## config.mk

```make
export PLATFORM = sky130hd
export DESIGN_NAME = rdimm_command_spacing
export DESIGN_NICKNAME = d
export VERILOG_FILES = /design/src/hw/cmd_spacing_pkg.sv /design/src/hw/gap_if.sv /design/src/hw/gap_counter.sv /design/src/hw/rdimm_command_spacing.sv
export SDC_FILE = /design/constraint.sdc
export NUM_CORES = 1
export LEC_CHECK = 0
export ABC_AREA = 1
export ABC_CLOCK_PERIOD_IN_PS = 3600
export BUFFER_PORTS_ARGS = -buffer_cell sky130_fd_sc_hd__buf_2
export CORE_MARGIN = 2
export CORE_UTILIZATION = 55
export DETAILED_ROUTE_END_ITERATION = 12
export GPL_ROUTABILITY_DRIVEN = 0
export PLACE_DENSITY = 0.81
export SKIP_LAST_GASP = 1
export SLEW_MARGIN = 10
export SYNTH_ARGS = -nofsm -noshare
export SYNTH_HDL_FRONTEND = slang
export SYNTH_SLANG_ARGS = --single-unit
```

## constraint.sdc

```tcl
create_clock -name clk -period 3.6 [get_ports clk]
set_input_delay 0.54 -clock clk [delete_from_list [all_inputs] [get_ports clk]]
set_output_delay 0.54 -clock clk [all_outputs]
set_load 0.1 [all_outputs]
```

## src/hw/cmd_spacing_pkg.sv

```systemverilog
package cmd_spacing_pkg;

  // ------------------------------------------------------------
  // Command encoding seen by the user port
  // ------------------------------------------------------------
  typedef enum logic [3:0] {
    CMD_NOP,
    CMD_ACTIVATE,
    CMD_READ,
    CMD_WRITE,
    CMD_PRECHARGE,
    CMD_BURST_STOP,
    CMD_MODE_SET,
    CMD_REFRESH,
    CMD_SELFREF_ENTER,
    CMD_SELFREF_EXIT,
    CMD_POWERDOWN_ENTER,
    CMD_POWERDOWN_EXIT
  } cmd_t;

  // Pin command codes {rasN, casN, weN}
  localparam logic [2:0] PIN_NOP       = 3'h7;
  localparam logic [2:0] PIN_ACTIVATE  = 3'h3;
  localparam logic [2:0] PIN_READ      = 3'h5;
  localparam logic [2:0] PIN_WRITE     = 3'h4;
  localparam logic [2:0] PIN_PRECHARGE = 3'h2;
  localparam logic [2:0] PIN_STOP      = 3'h6;
  localparam logic [2:0] PIN_MODE_SET  = 3'h0;
  localparam logic [2:0] PIN_REFRESH   = 3'h1;

  // ------------------------------------------------------------
  // Spacing counts in module clock cycles
  // ------------------------------------------------------------
  localparam int WRITE_TO_PRECHARGE_BASE = 3;
  localparam int WRITE_TO_READ_BASE      = 2;
  localparam int READ_TO_WRITE_BASE_CL3  = 2;
  localparam int READ_TO_WRITE_BASE_CL35 = 3;
  localparam int STOP_TO_WRITE_CL3       = 2;
  localparam int STOP_TO_WRITE_CL35      = 3;
  localparam int STOP_TO_FLOAT_CL3       = 3;
  localparam int PRECHARGE_TO_FLOAT_CL3  = 3;
  localparam int WRITE_DATA_LATENCY      = 2;
  localparam int MODE_SET_GAP            = 2;
  localparam int SELFREF_EXIT_NONREAD    = 10;
  localparam int SELFREF_EXIT_READ       = 200;
  localparam int POWERDOWN_EXIT_GAP      = 1;
  localparam int CLK_EN_MIN_WIDTH        = 1;
  localparam int REGISTER_STAGE_DELAY    = 1;
  localparam int CNT_W                   = 8;

  // Mode register burst length field (bits 2:0)
  localparam int        BL_FIELD_LSB = 0;
  localparam logic [2:0] BL_RESET    = 3'h1; // burst of 2
  localparam int        BANKS        = 4;

endpackage

```

## src/hw/gap_if.sv

```systemverilog
`timescale 1ns/1ps
// Bundle of one spacing counter: load request and done flag
interface gap_if;
  import cmd_spacing_pkg::*;
  logic             load;
  logic [CNT_W-1:0] count;
  logic             done;
  modport owner   (output load, output count, input done);
  modport counter (input load, input count, output done);
endinterface

```

## src/hw/gap_counter.sv

```systemverilog
`timescale 1ns/1ps
// Down counter; done is high once the loaded gap has fully elapsed
module gap_counter (
  // Clock and reset
  input  wire logic clk,
  input  wire logic reset,
  // Control
  gap_if.counter    gap
);
  import cmd_spacing_pkg::*;

  logic [CNT_W-1:0] left_q;
  logic [CNT_W-1:0] left_d;

  // Reload wins over the running count
  always_comb begin
    left_d = left_q;
    if (gap.load) begin
      left_d = gap.count;
    end else if (left_q != '0) begin
      left_d = left_q - 1'b1;
    end
  end

  always_ff @(posedge clk) begin
    if (reset) begin
      left_q <= '0;
    end else begin
      left_q <= left_d;
    end
  end

  // Done comes from the register alone, so a command's ready never loops back through its load
  assign gap.done = (left_q == '0);
endmodule // gap_counter

```

## src/hw/rdimm_command_spacing.sv

```systemverilog
`timescale 1ns/1ps
// Notes on behaviour
// After a write to a bank, precharge of that bank waits 3 + BL/2 cycles.
// After a read to a bank, precharge of that bank waits BL/2 cycles.
// A read follows a write by at least 2 + BL/2 cycles.
// A write follows a burst stop by 2 cycles at latency 3 and 3 at latency 3.5.
// The module floats its data lines 3 or 3.5 cycles after a burst stop.
// A write follows a read by 2 + BL/2 (latency 3) or 3 + BL/2 (latency 3.5).
// The module floats its data outputs 3 or 3.5 cycles after a precharge cuts a read.
// Write data starts on the bus two cycles after the write command.
// Activate or mode set waits two cycles after a mode set.
// Any non-read command waits ten cycles after self refresh exit.
// A read waits two hundred cycles after self refresh exit.
// A command waits one cycle after clock enable rises to leave power down.
// Each clock enable level is held at least one full cycle.
// Latency at the connector is the component latency plus one cycle.
// Clock enable low enters power down or self refresh, high exits it.
// While module reset is asserted resetN is low; clkEn, csN and the command pins are held high.
// Spacing is counted in module clock cycles with the programmed burst length.
module rdimm_command_spacing (
  // Clock and reset
  input  wire logic                     clk,
  input  wire logic                     reset,
  // User command port
  input  wire logic                     cmdValid,
  output logic                          cmdReady,
  input  wire cmd_spacing_pkg::cmd_t    cmdCode,
  input  wire logic [1:0]               cmdBank,
  input  wire logic [12:0]              cmdAddr,
  input  wire logic                     latencyHalf,
  // Write data start strobe
  output logic                          wrDataStart,
  // Module pins, then the data bus free flag
  output logic                          resetN,
  output logic                          clkEn,
  output logic                          csN,
  output logic                          rasN,
  output logic                          casN,
  output logic                          weN,
  output logic [1:0]                    bankSel,
  output logic [12:0]                   addr,
  output logic                          dataBusFree
);
  import cmd_spacing_pkg::*;

  // ------------------------------------------------------------
  // Spacing counters
  // ------------------------------------------------------------
  gap_if gWr2Rd ();
  gap_if gRd2Wr ();
  gap_if gStop ();
  gap_if gMode ();
  gap_if gSrN ();
  gap_if gSrR ();
  gap_if gCke ();
  gap_if gPre [BANKS] ();
  gap_if gFloat ();

  gap_counter uWr2Rd (.clk(clk), .reset(reset), .gap(gWr2Rd));
  gap_counter uRd2Wr (.clk(clk), .reset(reset), .gap(gRd2Wr));
  gap_counter uStop  (.clk(clk), .reset(reset), .gap(gStop));
  gap_counter uMode  (.clk(clk), .reset(reset), .gap(gMode));
  gap_counter uSrN   (.clk(clk), .reset(reset), .gap(gSrN));
  gap_counter uSrR   (.clk(clk), .reset(reset), .gap(gSrR));
  gap_counter uCke   (.clk(clk), .reset(reset), .gap(gCke));
  gap_counter uFloat (.clk(clk), .reset(reset), .gap(gFloat));

  genvar b;
  generate
    for (b = 0; b < BANKS; b++) begin : gBank
      gap_counter uPre (.clk(clk), .reset(reset), .gap(gPre[b]));
    end
  endgenerate

  // Counts are loaded with gap-1 so done rises exactly gap cycles later
  function automatic logic [CNT_W-1:0] gapCount(input int cycles);
    gapCount = CNT_W'(cycles - 1);
  endfunction

  // ------------------------------------------------------------
  // State
  // ------------------------------------------------------------
  typedef enum logic [1:0] {ST_ACTIVE, ST_POWERDOWN, ST_SELFREF} pwr_t;
  pwr_t        pwr_q, pwr_d;
  logic [2:0]  burstLen_q, burstLen_d;
  logic        cke_q, cke_d;
  logic [2:0]  pinCmd_q, pinCmd_d;
  logic [1:0]  bank_q, bank_d;
  logic [12:0] addr_q, addr_d;
  logic [1:0]  wrPipe_q, wrPipe_d;
  logic        busy_q, busy_d;
  logic        resetN_q;
  logic [BANKS-1:0] preOk;
  logic [CNT_W-1:0] halfBl;
  logic        allowed;
  logic        take;

  // Half the programmed burst: 2->1, 4->2, 8->4
  assign halfBl = CNT_W'(4'h1 << (burstLen_q - 3'h1));

  generate
    for (b = 0; b < BANKS; b++) begin : gOk
      assign preOk[b] = gPre[b].done;
    end
  endgenerate

  // Spacing check for the presented command
  always_comb begin
    allowed = 1'b0;
    case (cmdCode)
      CMD_NOP:           allowed = 1'b1;
      CMD_READ:          allowed = gWr2Rd.done && gSrR.done && gCke.done
                                   && pwr_q == ST_ACTIVE;
      CMD_WRITE:         allowed = gRd2Wr.done && gStop.done && gSrN.done && gCke.done
                                   && pwr_q == ST_ACTIVE;
      CMD_PRECHARGE:     allowed = (cmdAddr[10] ? &preOk : preOk[cmdBank])
                                   && gSrN.done && gCke.done && pwr_q == ST_ACTIVE;
      CMD_ACTIVATE,
      CMD_MODE_SET:      allowed = gMode.done && gSrN.done && gCke.done
                                   && pwr_q == ST_ACTIVE;
      CMD_BURST_STOP,
      CMD_REFRESH:       allowed = gSrN.done && gCke.done && pwr_q == ST_ACTIVE;
      CMD_SELFREF_ENTER,
      CMD_POWERDOWN_ENTER: allowed = gCke.done && gSrN.done && pwr_q == ST_ACTIVE;
      CMD_SELFREF_EXIT:  allowed = gCke.done && pwr_q == ST_SELFREF;
      CMD_POWERDOWN_EXIT: allowed = gCke.done && pwr_q == ST_POWERDOWN;
      default:           allowed = 1'b0;
    endcase
  end

  assign cmdReady = allowed && resetN_q;
  assign take     = cmdValid && cmdReady && cmdCode != CMD_NOP;

  // ------------------------------------------------------------
  // Counter loads
  // ------------------------------------------------------------
  always_comb begin
    gWr2Rd.load  = take && cmdCode == CMD_WRITE;
    gWr2Rd.count = gapCount(WRITE_TO_READ_BASE) + halfBl;
    gRd2Wr.load  = take && cmdCode == CMD_READ;
    gRd2Wr.count = gapCount(latencyHalf ? READ_TO_WRITE_BASE_CL35
                                        : READ_TO_WRITE_BASE_CL3) + halfBl;
    gStop.load   = take && cmdCode == CMD_BURST_STOP;
    gStop.count  = gapCount(latencyHalf ? STOP_TO_WRITE_CL35 : STOP_TO_WRITE_CL3);
    gMode.load   = take && cmdCode == CMD_MODE_SET;
    gMode.count  = gapCount(MODE_SET_GAP);
    gSrN.load    = take && cmdCode == CMD_SELFREF_EXIT;
    gSrN.count   = gapCount(SELFREF_EXIT_NONREAD);
    gSrR.load    = take && cmdCode == CMD_SELFREF_EXIT;
    gSrR.count   = gapCount(SELFREF_EXIT_READ);
    gCke.load    = take && (cmdCode == CMD_SELFREF_ENTER || cmdCode == CMD_SELFREF_EXIT
                   || cmdCode == CMD_POWERDOWN_ENTER || cmdCode == CMD_POWERDOWN_EXIT);
    gCke.count   = gapCount(CLK_EN_MIN_WIDTH + POWERDOWN_EXIT_GAP);
    // Bus floats a fixed time after stop or precharge; half cycle rounds up
    gFloat.load  = take && (cmdCode == CMD_BURST_STOP || cmdCode == CMD_PRECHARGE);
    gFloat.count = gapCount((cmdCode == CMD_BURST_STOP ? STOP_TO_FLOAT_CL3
                            : PRECHARGE_TO_FLOAT_CL3) + int'(latencyHalf)
                            + REGISTER_STAGE_DELAY);
  end

  generate
    for (b = 0; b < BANKS; b++) begin : gPreLoad
      always_comb begin
        gPre[b].load  = take && cmdBank == 2'(b)
                        && (cmdCode == CMD_WRITE || cmdCode == CMD_READ);
        gPre[b].count = (cmdCode == CMD_WRITE)
                        ? gapCount(WRITE_TO_PRECHARGE_BASE) + halfBl
                        : halfBl - 1'b1;
      end
    end
  endgenerate

  // ------------------------------------------------------------
  // Pin state next values
  // ------------------------------------------------------------
  always_comb begin
    pwr_d      = pwr_q;
    burstLen_d = burstLen_q;
    cke_d      = cke_q;
    pinCmd_d   = PIN_NOP;
    bank_d     = bank_q;
    addr_d     = addr_q;
    // Pipe starts from the write on the pins, so data trails what the module sees by two
    wrPipe_d   = {wrPipe_q[0], pinCmd_q == PIN_WRITE};
    busy_d     = busy_q;
    if (take) begin
      bank_d = cmdBank;
      addr_d = cmdAddr;
      case (cmdCode)
        CMD_ACTIVATE:  pinCmd_d = PIN_ACTIVATE;
        CMD_READ: begin
          pinCmd_d = PIN_READ;
          busy_d   = 1'b1;
        end
        CMD_WRITE:     pinCmd_d = PIN_WRITE;
        CMD_PRECHARGE: pinCmd_d = PIN_PRECHARGE;
        CMD_BURST_STOP: pinCmd_d = PIN_STOP;
        CMD_MODE_SET: begin
          pinCmd_d = PIN_MODE_SET;
          if (cmdBank == 2'h0) begin
            burstLen_d = cmdAddr[BL_FIELD_LSB +: 3];
          end
        end
        CMD_REFRESH:   pinCmd_d = PIN_REFRESH;
        CMD_SELFREF_ENTER: begin
          pinCmd_d = PIN_REFRESH;
          cke_d    = 1'b0;
          pwr_d    = ST_SELFREF;
        end
        CMD_POWERDOWN_ENTER: begin
          cke_d = 1'b0;
          pwr_d = ST_POWERDOWN;
        end
        CMD_SELFREF_EXIT,
        CMD_POWERDOWN_EXIT: begin
          cke_d = 1'b1;
          pwr_d = ST_ACTIVE;
        end
        default: pinCmd_d = PIN_NOP;
      endcase
    end
    // Busy clears once the float and read-to-write counters are both done and no new read is taken
    if (gFloat.done && !(take && cmdCode == CMD_READ) && gFloat.load == 1'b0
        && busy_q && !gRd2Wr.done) begin
      busy_d = busy_q;
    end else if (gFloat.done && gRd2Wr.done && !(take && cmdCode == CMD_READ)) begin
      busy_d = 1'b0;
    end
  end

  always_ff @(posedge clk) begin
    if (reset) begin
      pwr_q      <= ST_ACTIVE;
      burstLen_q <= BL_RESET;
      cke_q      <= 1'b1;
      pinCmd_q   <= PIN_NOP;
      bank_q     <= 2'h0;
      addr_q     <= 13'h0000;
      wrPipe_q   <= 2'h0;
      busy_q     <= 1'b0;
      resetN_q   <= 1'b0;
    end else begin
      pwr_q      <= pwr_d;
      burstLen_q <= burstLen_d;
      cke_q      <= cke_d;
      pinCmd_q   <= pinCmd_d;
      bank_q     <= bank_d;
      addr_q     <= addr_d;
      wrPipe_q   <= wrPipe_d;
      busy_q     <= busy_d;
      resetN_q   <= 1'b1;
    end
  end

  // ------------------------------------------------------------
  // Outputs
  // ------------------------------------------------------------
  assign resetN      = resetN_q;
  assign clkEn       = cke_q;
  assign csN         = (pinCmd_q == PIN_NOP);
  assign {rasN, casN, weN} = pinCmd_q;
  assign bankSel     = bank_q;
  assign addr        = addr_q;
  assign wrDataStart = wrPipe_q[1];
  assign dataBusFree = !busy_q;
endmodule // rdimm_command_spacing

```

### Word-level counts from Yosys, hierarchy flattened

Cells that the tools add are included.

* muxes and demuxes: 37
* shifts and indexed selects: 1
* bitwise logic cells: 3
* add/sub/neg operators: 21
* eq/ne operators: 18
* reduce and logical (&&, ||, !) cells: 107
* $lt $le $gt $ge: 1

Operator list (count)
* $mux W8: 19
* $sub A8 B1 Y8 const B: 13
* $logic_not A8 Y1: 12
* $reduce_bool A8 Y1: 12
* $logic_and A1 B1 Y1: 41
* $reduce_bool A2 Y1: 15
* $pmux W3 S7: 1
* $eq A4 B3 Y1 const B: 4
* $eq A4 B4 Y1 const B: 4
* $reduce_or A2 Y1: 8
* $mux W1: 11
* $add A1 B8 Y8 const A: 1
* $add A2 B8 Y8 const A: 1
* $add A8 B8 Y8: 1
* $eq A4 B2 Y1 const B: 2
* $mux W4: 2
* $pmux W1 S8: 1
* $shl A1 B3 Y8 const A: 1
* $eq A2 B2 Y1 const B: 3
* $eq A3 B3 Y1 const B: 2
* $pmux W2 S3: 1
* $reduce_and A3 Y1: 2
* $logic_or A1 B1 Y1: 5
* $sub A4 B1 Y5 const B: 1
* other kinds (18): 25

* input bits: 23
* word-level logic and storage cells: 213
* output and inout bits: 24
* bits in registers: 124

### Depth between registers and ports, before layout

* depth in word-level cells: 19
* gate-level depth with buffers: 21
* mapped depth without buffers: 20

### By module

A second synthesis with hierarchy kept.

* cell total of the unflattened synthesis: 1117
* area total of the unflattened synthesis: 7462.2 um^2

By module, submodules not included
* gap_counter: cells an instance 70, sequential area each 160.2 um^2, times used 12, area each 473.0 um^2
* rdimm_command_spacing: cells an instance 277, sequential area each 560.5 um^2, times used 1, area each 1786.7 um^2

### Worst setup path after synthesis

No wires, ideal clock.

* kind: register to output
* from: register pinCmd_q[2]
* to: output csN
* path slack: 0.698 ns
* path buffers: 0
* required time: 3.060 ns
* stages on the path, launching flop included: 3
* data arrival time: 2.362 ns
* path through: dfxtp_1 > inv_1 > nor2_1

* longest elaborated chain between the ends: 1

RTL lines
* start: declaration: line rdimm_command_spacing.sv:87 `logic [2:0] pinCmd_q, pinCmd_d;`
* start signal: assignment: line rdimm_command_spacing.sv:246 `pinCmd_q <= pinCmd_d;`
* $eq A3 B3 Y1: line rdimm_command_spacing.sv:260 `assign csN = (pinCmd_q == PIN_NOP);`
* end: declaration: line rdimm_command_spacing.sv:36 `output logic csN,`

Every way passes these cells.

### Final worst setup path

* from: register uCke.left_q[0]
* to: output cmdReady

* longest elaborated chain between the ends: 5
* elaborated cells between the ends (all ways): 15
* those cells by class: mux (1); reduce/logical (14)

RTL lines
* start: declaration: line gap_counter.sv:12 `logic [CNT_W-1:0] left_q;`
* start signal: assignment: line gap_counter.sv:29 `left_q <= left_d;`
* $logic_not A8 Y1 *: line gap_counter.sv:34 `assign gap.done = (left_q == '0);`
* $logic_and A1 B1 Y1 (on tied branches) (2 in series)
* $pmux W1 S8 *: line rdimm_command_spacing.sv:110 `case (cmdCode)`
* $logic_and A1 B1 Y1 *: line rdimm_command_spacing.sv:131 `assign cmdReady = allowed && resetN_q;`
* end: declaration: line rdimm_command_spacing.sv:26 `output logic cmdReady,`

Every way passes the cells marked *; elsewhere a longest branch is shown, timed or not.

==> impl_metrics.py <==
metrics = {
    "worst_setup_path": {
        "worst-setup-path-type": "flop to output port",
        "max_stage_delay_ns": 0.50,
        "critPathLaunch": "uCke.left_q[0]",
        "worstPathRequired_ns": 3.06,
        "regToRegStartpoint": "uCke.left_q[0]",
        "cp_common_cell": "nand3_1",
        "crit_path_end_kind": "output port",
        "critPathMaxFanout": 6,
        "critPathArrivalTime_ns": 2.80,
        "slowest_stage": "buf_2",
        "path_cells": "inv_1, ha_1, nor3b_2, nand3_1, or2_4, nor2_4, nand3_1, nor2_1, nand2_2, a21oi_4, buf_2",
        "startpoint_type": "flop",
    },
    "routing": {
        "drt_pass1_iterations": 5,
        "via_per_inst": 5.295,
        "drt-initial-drc-count": 396,
        "vias": 6248,
        "remaining_drc_errors": 0,
        "wl_per_cell_um": 13.08,
        "drtAntennaViolNets": 0,
        "wl_mm": 15.43,
    },
    "pwr": {
        "total_leakage_power_nw": 3.667,
        "ir_drop_v": 0.0003659,
        "power_w": 0.007173,
        "power.density_nw_per_um2": 925.6,
    },
    "clock_network": {
        "clock-root-buffer": "clkbuf_16",
        "clkTransAtPathRegs_ns": 0.06,
        "cts_made_buffers": 17,
        "cts_tree": "done",
        "clock_latency_ns": 0.43,
        "post_cts_resize_count": 0,
        "htree_levels": 4,
        "postCtsSetupBuffers": 0,
        "clk_path_buf_depth": 2,
        "ctsHoldBuffers": 0,
        "cts_sinks": 124,
    },
    "floorplanning": {
        "num_io_pins": 47,
        "dieArea_um2": 13260,
        "die_h_um": 115.2,
        "initial_core_util": 0.5657,
        "rows": 40,
        "core_area_um2": 12010,
        "die_w_um": 115.2,
    },
    "layout": {
        "fin_nets": 1070,
        "n_antenna_cell": 0,
        "largest-register": "gBank.uPre.left_q",
        "stdcell_area_um2": 7750,
        "fin_util": 0.6452,
        "largest_reg_flops": 32,
        "register_area_um2": 2482,
        "multiInputGateArea_um2": 3772,
        "areaGrowthSynthToFinish_pct": 14.05,
        "n_fill_cell": 1050,
        "final_cell_mix": "173 x nor2_1, 158 x nand2_1, 124 x dfxtp_1",
        "layout_commonest_cell": "nor2_1",
        "drive_gt1_frac": 0.1142,
    },
    "sta": {
        "rsz0062_at_grt": "no",
        "fin_crit_ns": 3.339,
        "fin_worst_skew_ns": 0.008964,
        "tightest_slew_ns": 0.6984,
        "setup_viol": 0,
        "slew_headroom": 0.5295,
        "finalWorstSetupSlack_ns": 0.2607,
        "finalSetupTns_ns": 0,
        "hold_viol": 0,
        "timing.fmax_ghz": 0.2995,
        "slew_violations": 0,
        "post-route-period-util": 0.9276,
    },
    "yosys": {
        "synth_cells": 970,
        "ys_types": 44,
        "synth_area_leader_cell": "dfxtp_1",
        "synth_area_leaders": "dfxtp_1 37%, nor2_1 9.6%, nand2_1 8.7%",
        "synthDominantCellAreaShare": 0.3653,
        "syn_area_um2": 6795,
        "yosysWarnings": 0,
        "ys_ff_latch": 124,
        "synthArstFlopShare": 0,
        "synth_edf_count": 0,
        "synth_top_flop_cell": "dfxtp_1",
        "syn-num-nets": 1020,
        "avgSynthCellArea_um2": 7.005,
        "seq_area_frac_synth": 0.3653,
    },
    "flow_run": {
        "drv_cap": 0,
    },
    "global_routing": {
        "grt_pass1_vias": 5707,
        "grt_antenna_before_repair": 0,
        "grt_overflow": 0,
        "grt_usage": 0.2426,
        "grt_pass1_wl_mm": 25.50,
        "grt_max_degree": 56,
    },
    "placed_design": {
        "port_buffers": 46,
        "dp_slack_ns": 0.6655,
        "place_area_um2": 7149,
        "dp_hpwl_mm": 10.84,
    },
    "status": {
        "status": "completed",
    },
    "worst_hold_path": {
        "hold_path_startpoint": "cmdAddr[4]",
        "hp-class": "input port to flop",
    },
}
-- cells in the mapped netlist (6+ instances only) --
cell,number
dfxtp_1,124
ha_1,26
buf_2,6
inv_1,111
nand4_1,6
or3_1,6
xor2_1,36
nor2_2,7
nor2_1,173
a21oi_1,56
nand3_1,69
or2_2,8
o21ai_0,75
nor3_1,20
nand2_1,158
clkbuf_1,11
xnor2_1,31
-- cell families (layout without fill, tap and decap cells) --
group | after synthesis | after routing | share of synthesized area
compound gates | 150 | 150 | 0.1180
xor+xnor | 67 | 67 | 0.08636
buf+inv | 137 | 200 | 0.07954
fa+ha+maj | 27 | 27 | 0.05082
flops | 124 | 124 | 0.3653
simple gates | 465 | 465 | 0.2999
-- area by class of cell --
cell class,instances,area share
Multi-Input combinational cell,709,0.4868
Sequential cell,124,0.3203
Inverter,116,0.05618
Clock buffer,18,0.05538
Timing Repair Buffer,52,0.03552
Tap cell,147,0.02373
Clock inverter,14,0.02212
-- worst paths after layout --
path,endpoint,slack (ns),cells after the start
setup / recovery,cmdReady,0.26,11
hold / removal,addr[4],0.33,3
setup reg to reg,uFloat.left_q[2],0.65,15
hold reg to reg,wrPipe_q[1],0.41,2
-- layer usage --
metal  GRT usage  up-vias  share of wire
li1            -     3222              -
met1      0.2992     2847           0.45
met2      0.4165      150           0.48
met3     0.04744       29          0.050
met4     0.09799        0          0.020
met5           0        -              0
-- stage by stage --
stage | hold slack [ns] | cells
floorplan | 0.3883 | 970
global placement | 0.3945 | 1148
detailed placement | 0.3970 | 1148
CTS | 0.3280 | 1180
global route | 0.3497 | 1180
finish | 0.3340 | 1180
-- worst max-delay path, delay by kind of cell (launching register included) --
family,cells,cell delay [ns]
buffers and inverters,2,0.58
and+or+nand+nor,7,1.05
DFF,1,0.31
adders and majority gates,1,0.19
AOI/OAI and AO/OA,1,0.22
-- report_power, final --
part | internal [W] | leakage (nW) | switching, W | total, W
clock network | 0.00109 | 0.275 | 0.000637 | 0.00172
logic | 0.00140 | 2.37 | 0.00190 | 0.00329
registers | 0.00183 | 1.02 | 0.000331 | 0.00216
total | 0.00431 | 3.67 | 0.00287 | 0.00717
(Power assumes the default switching activity.)
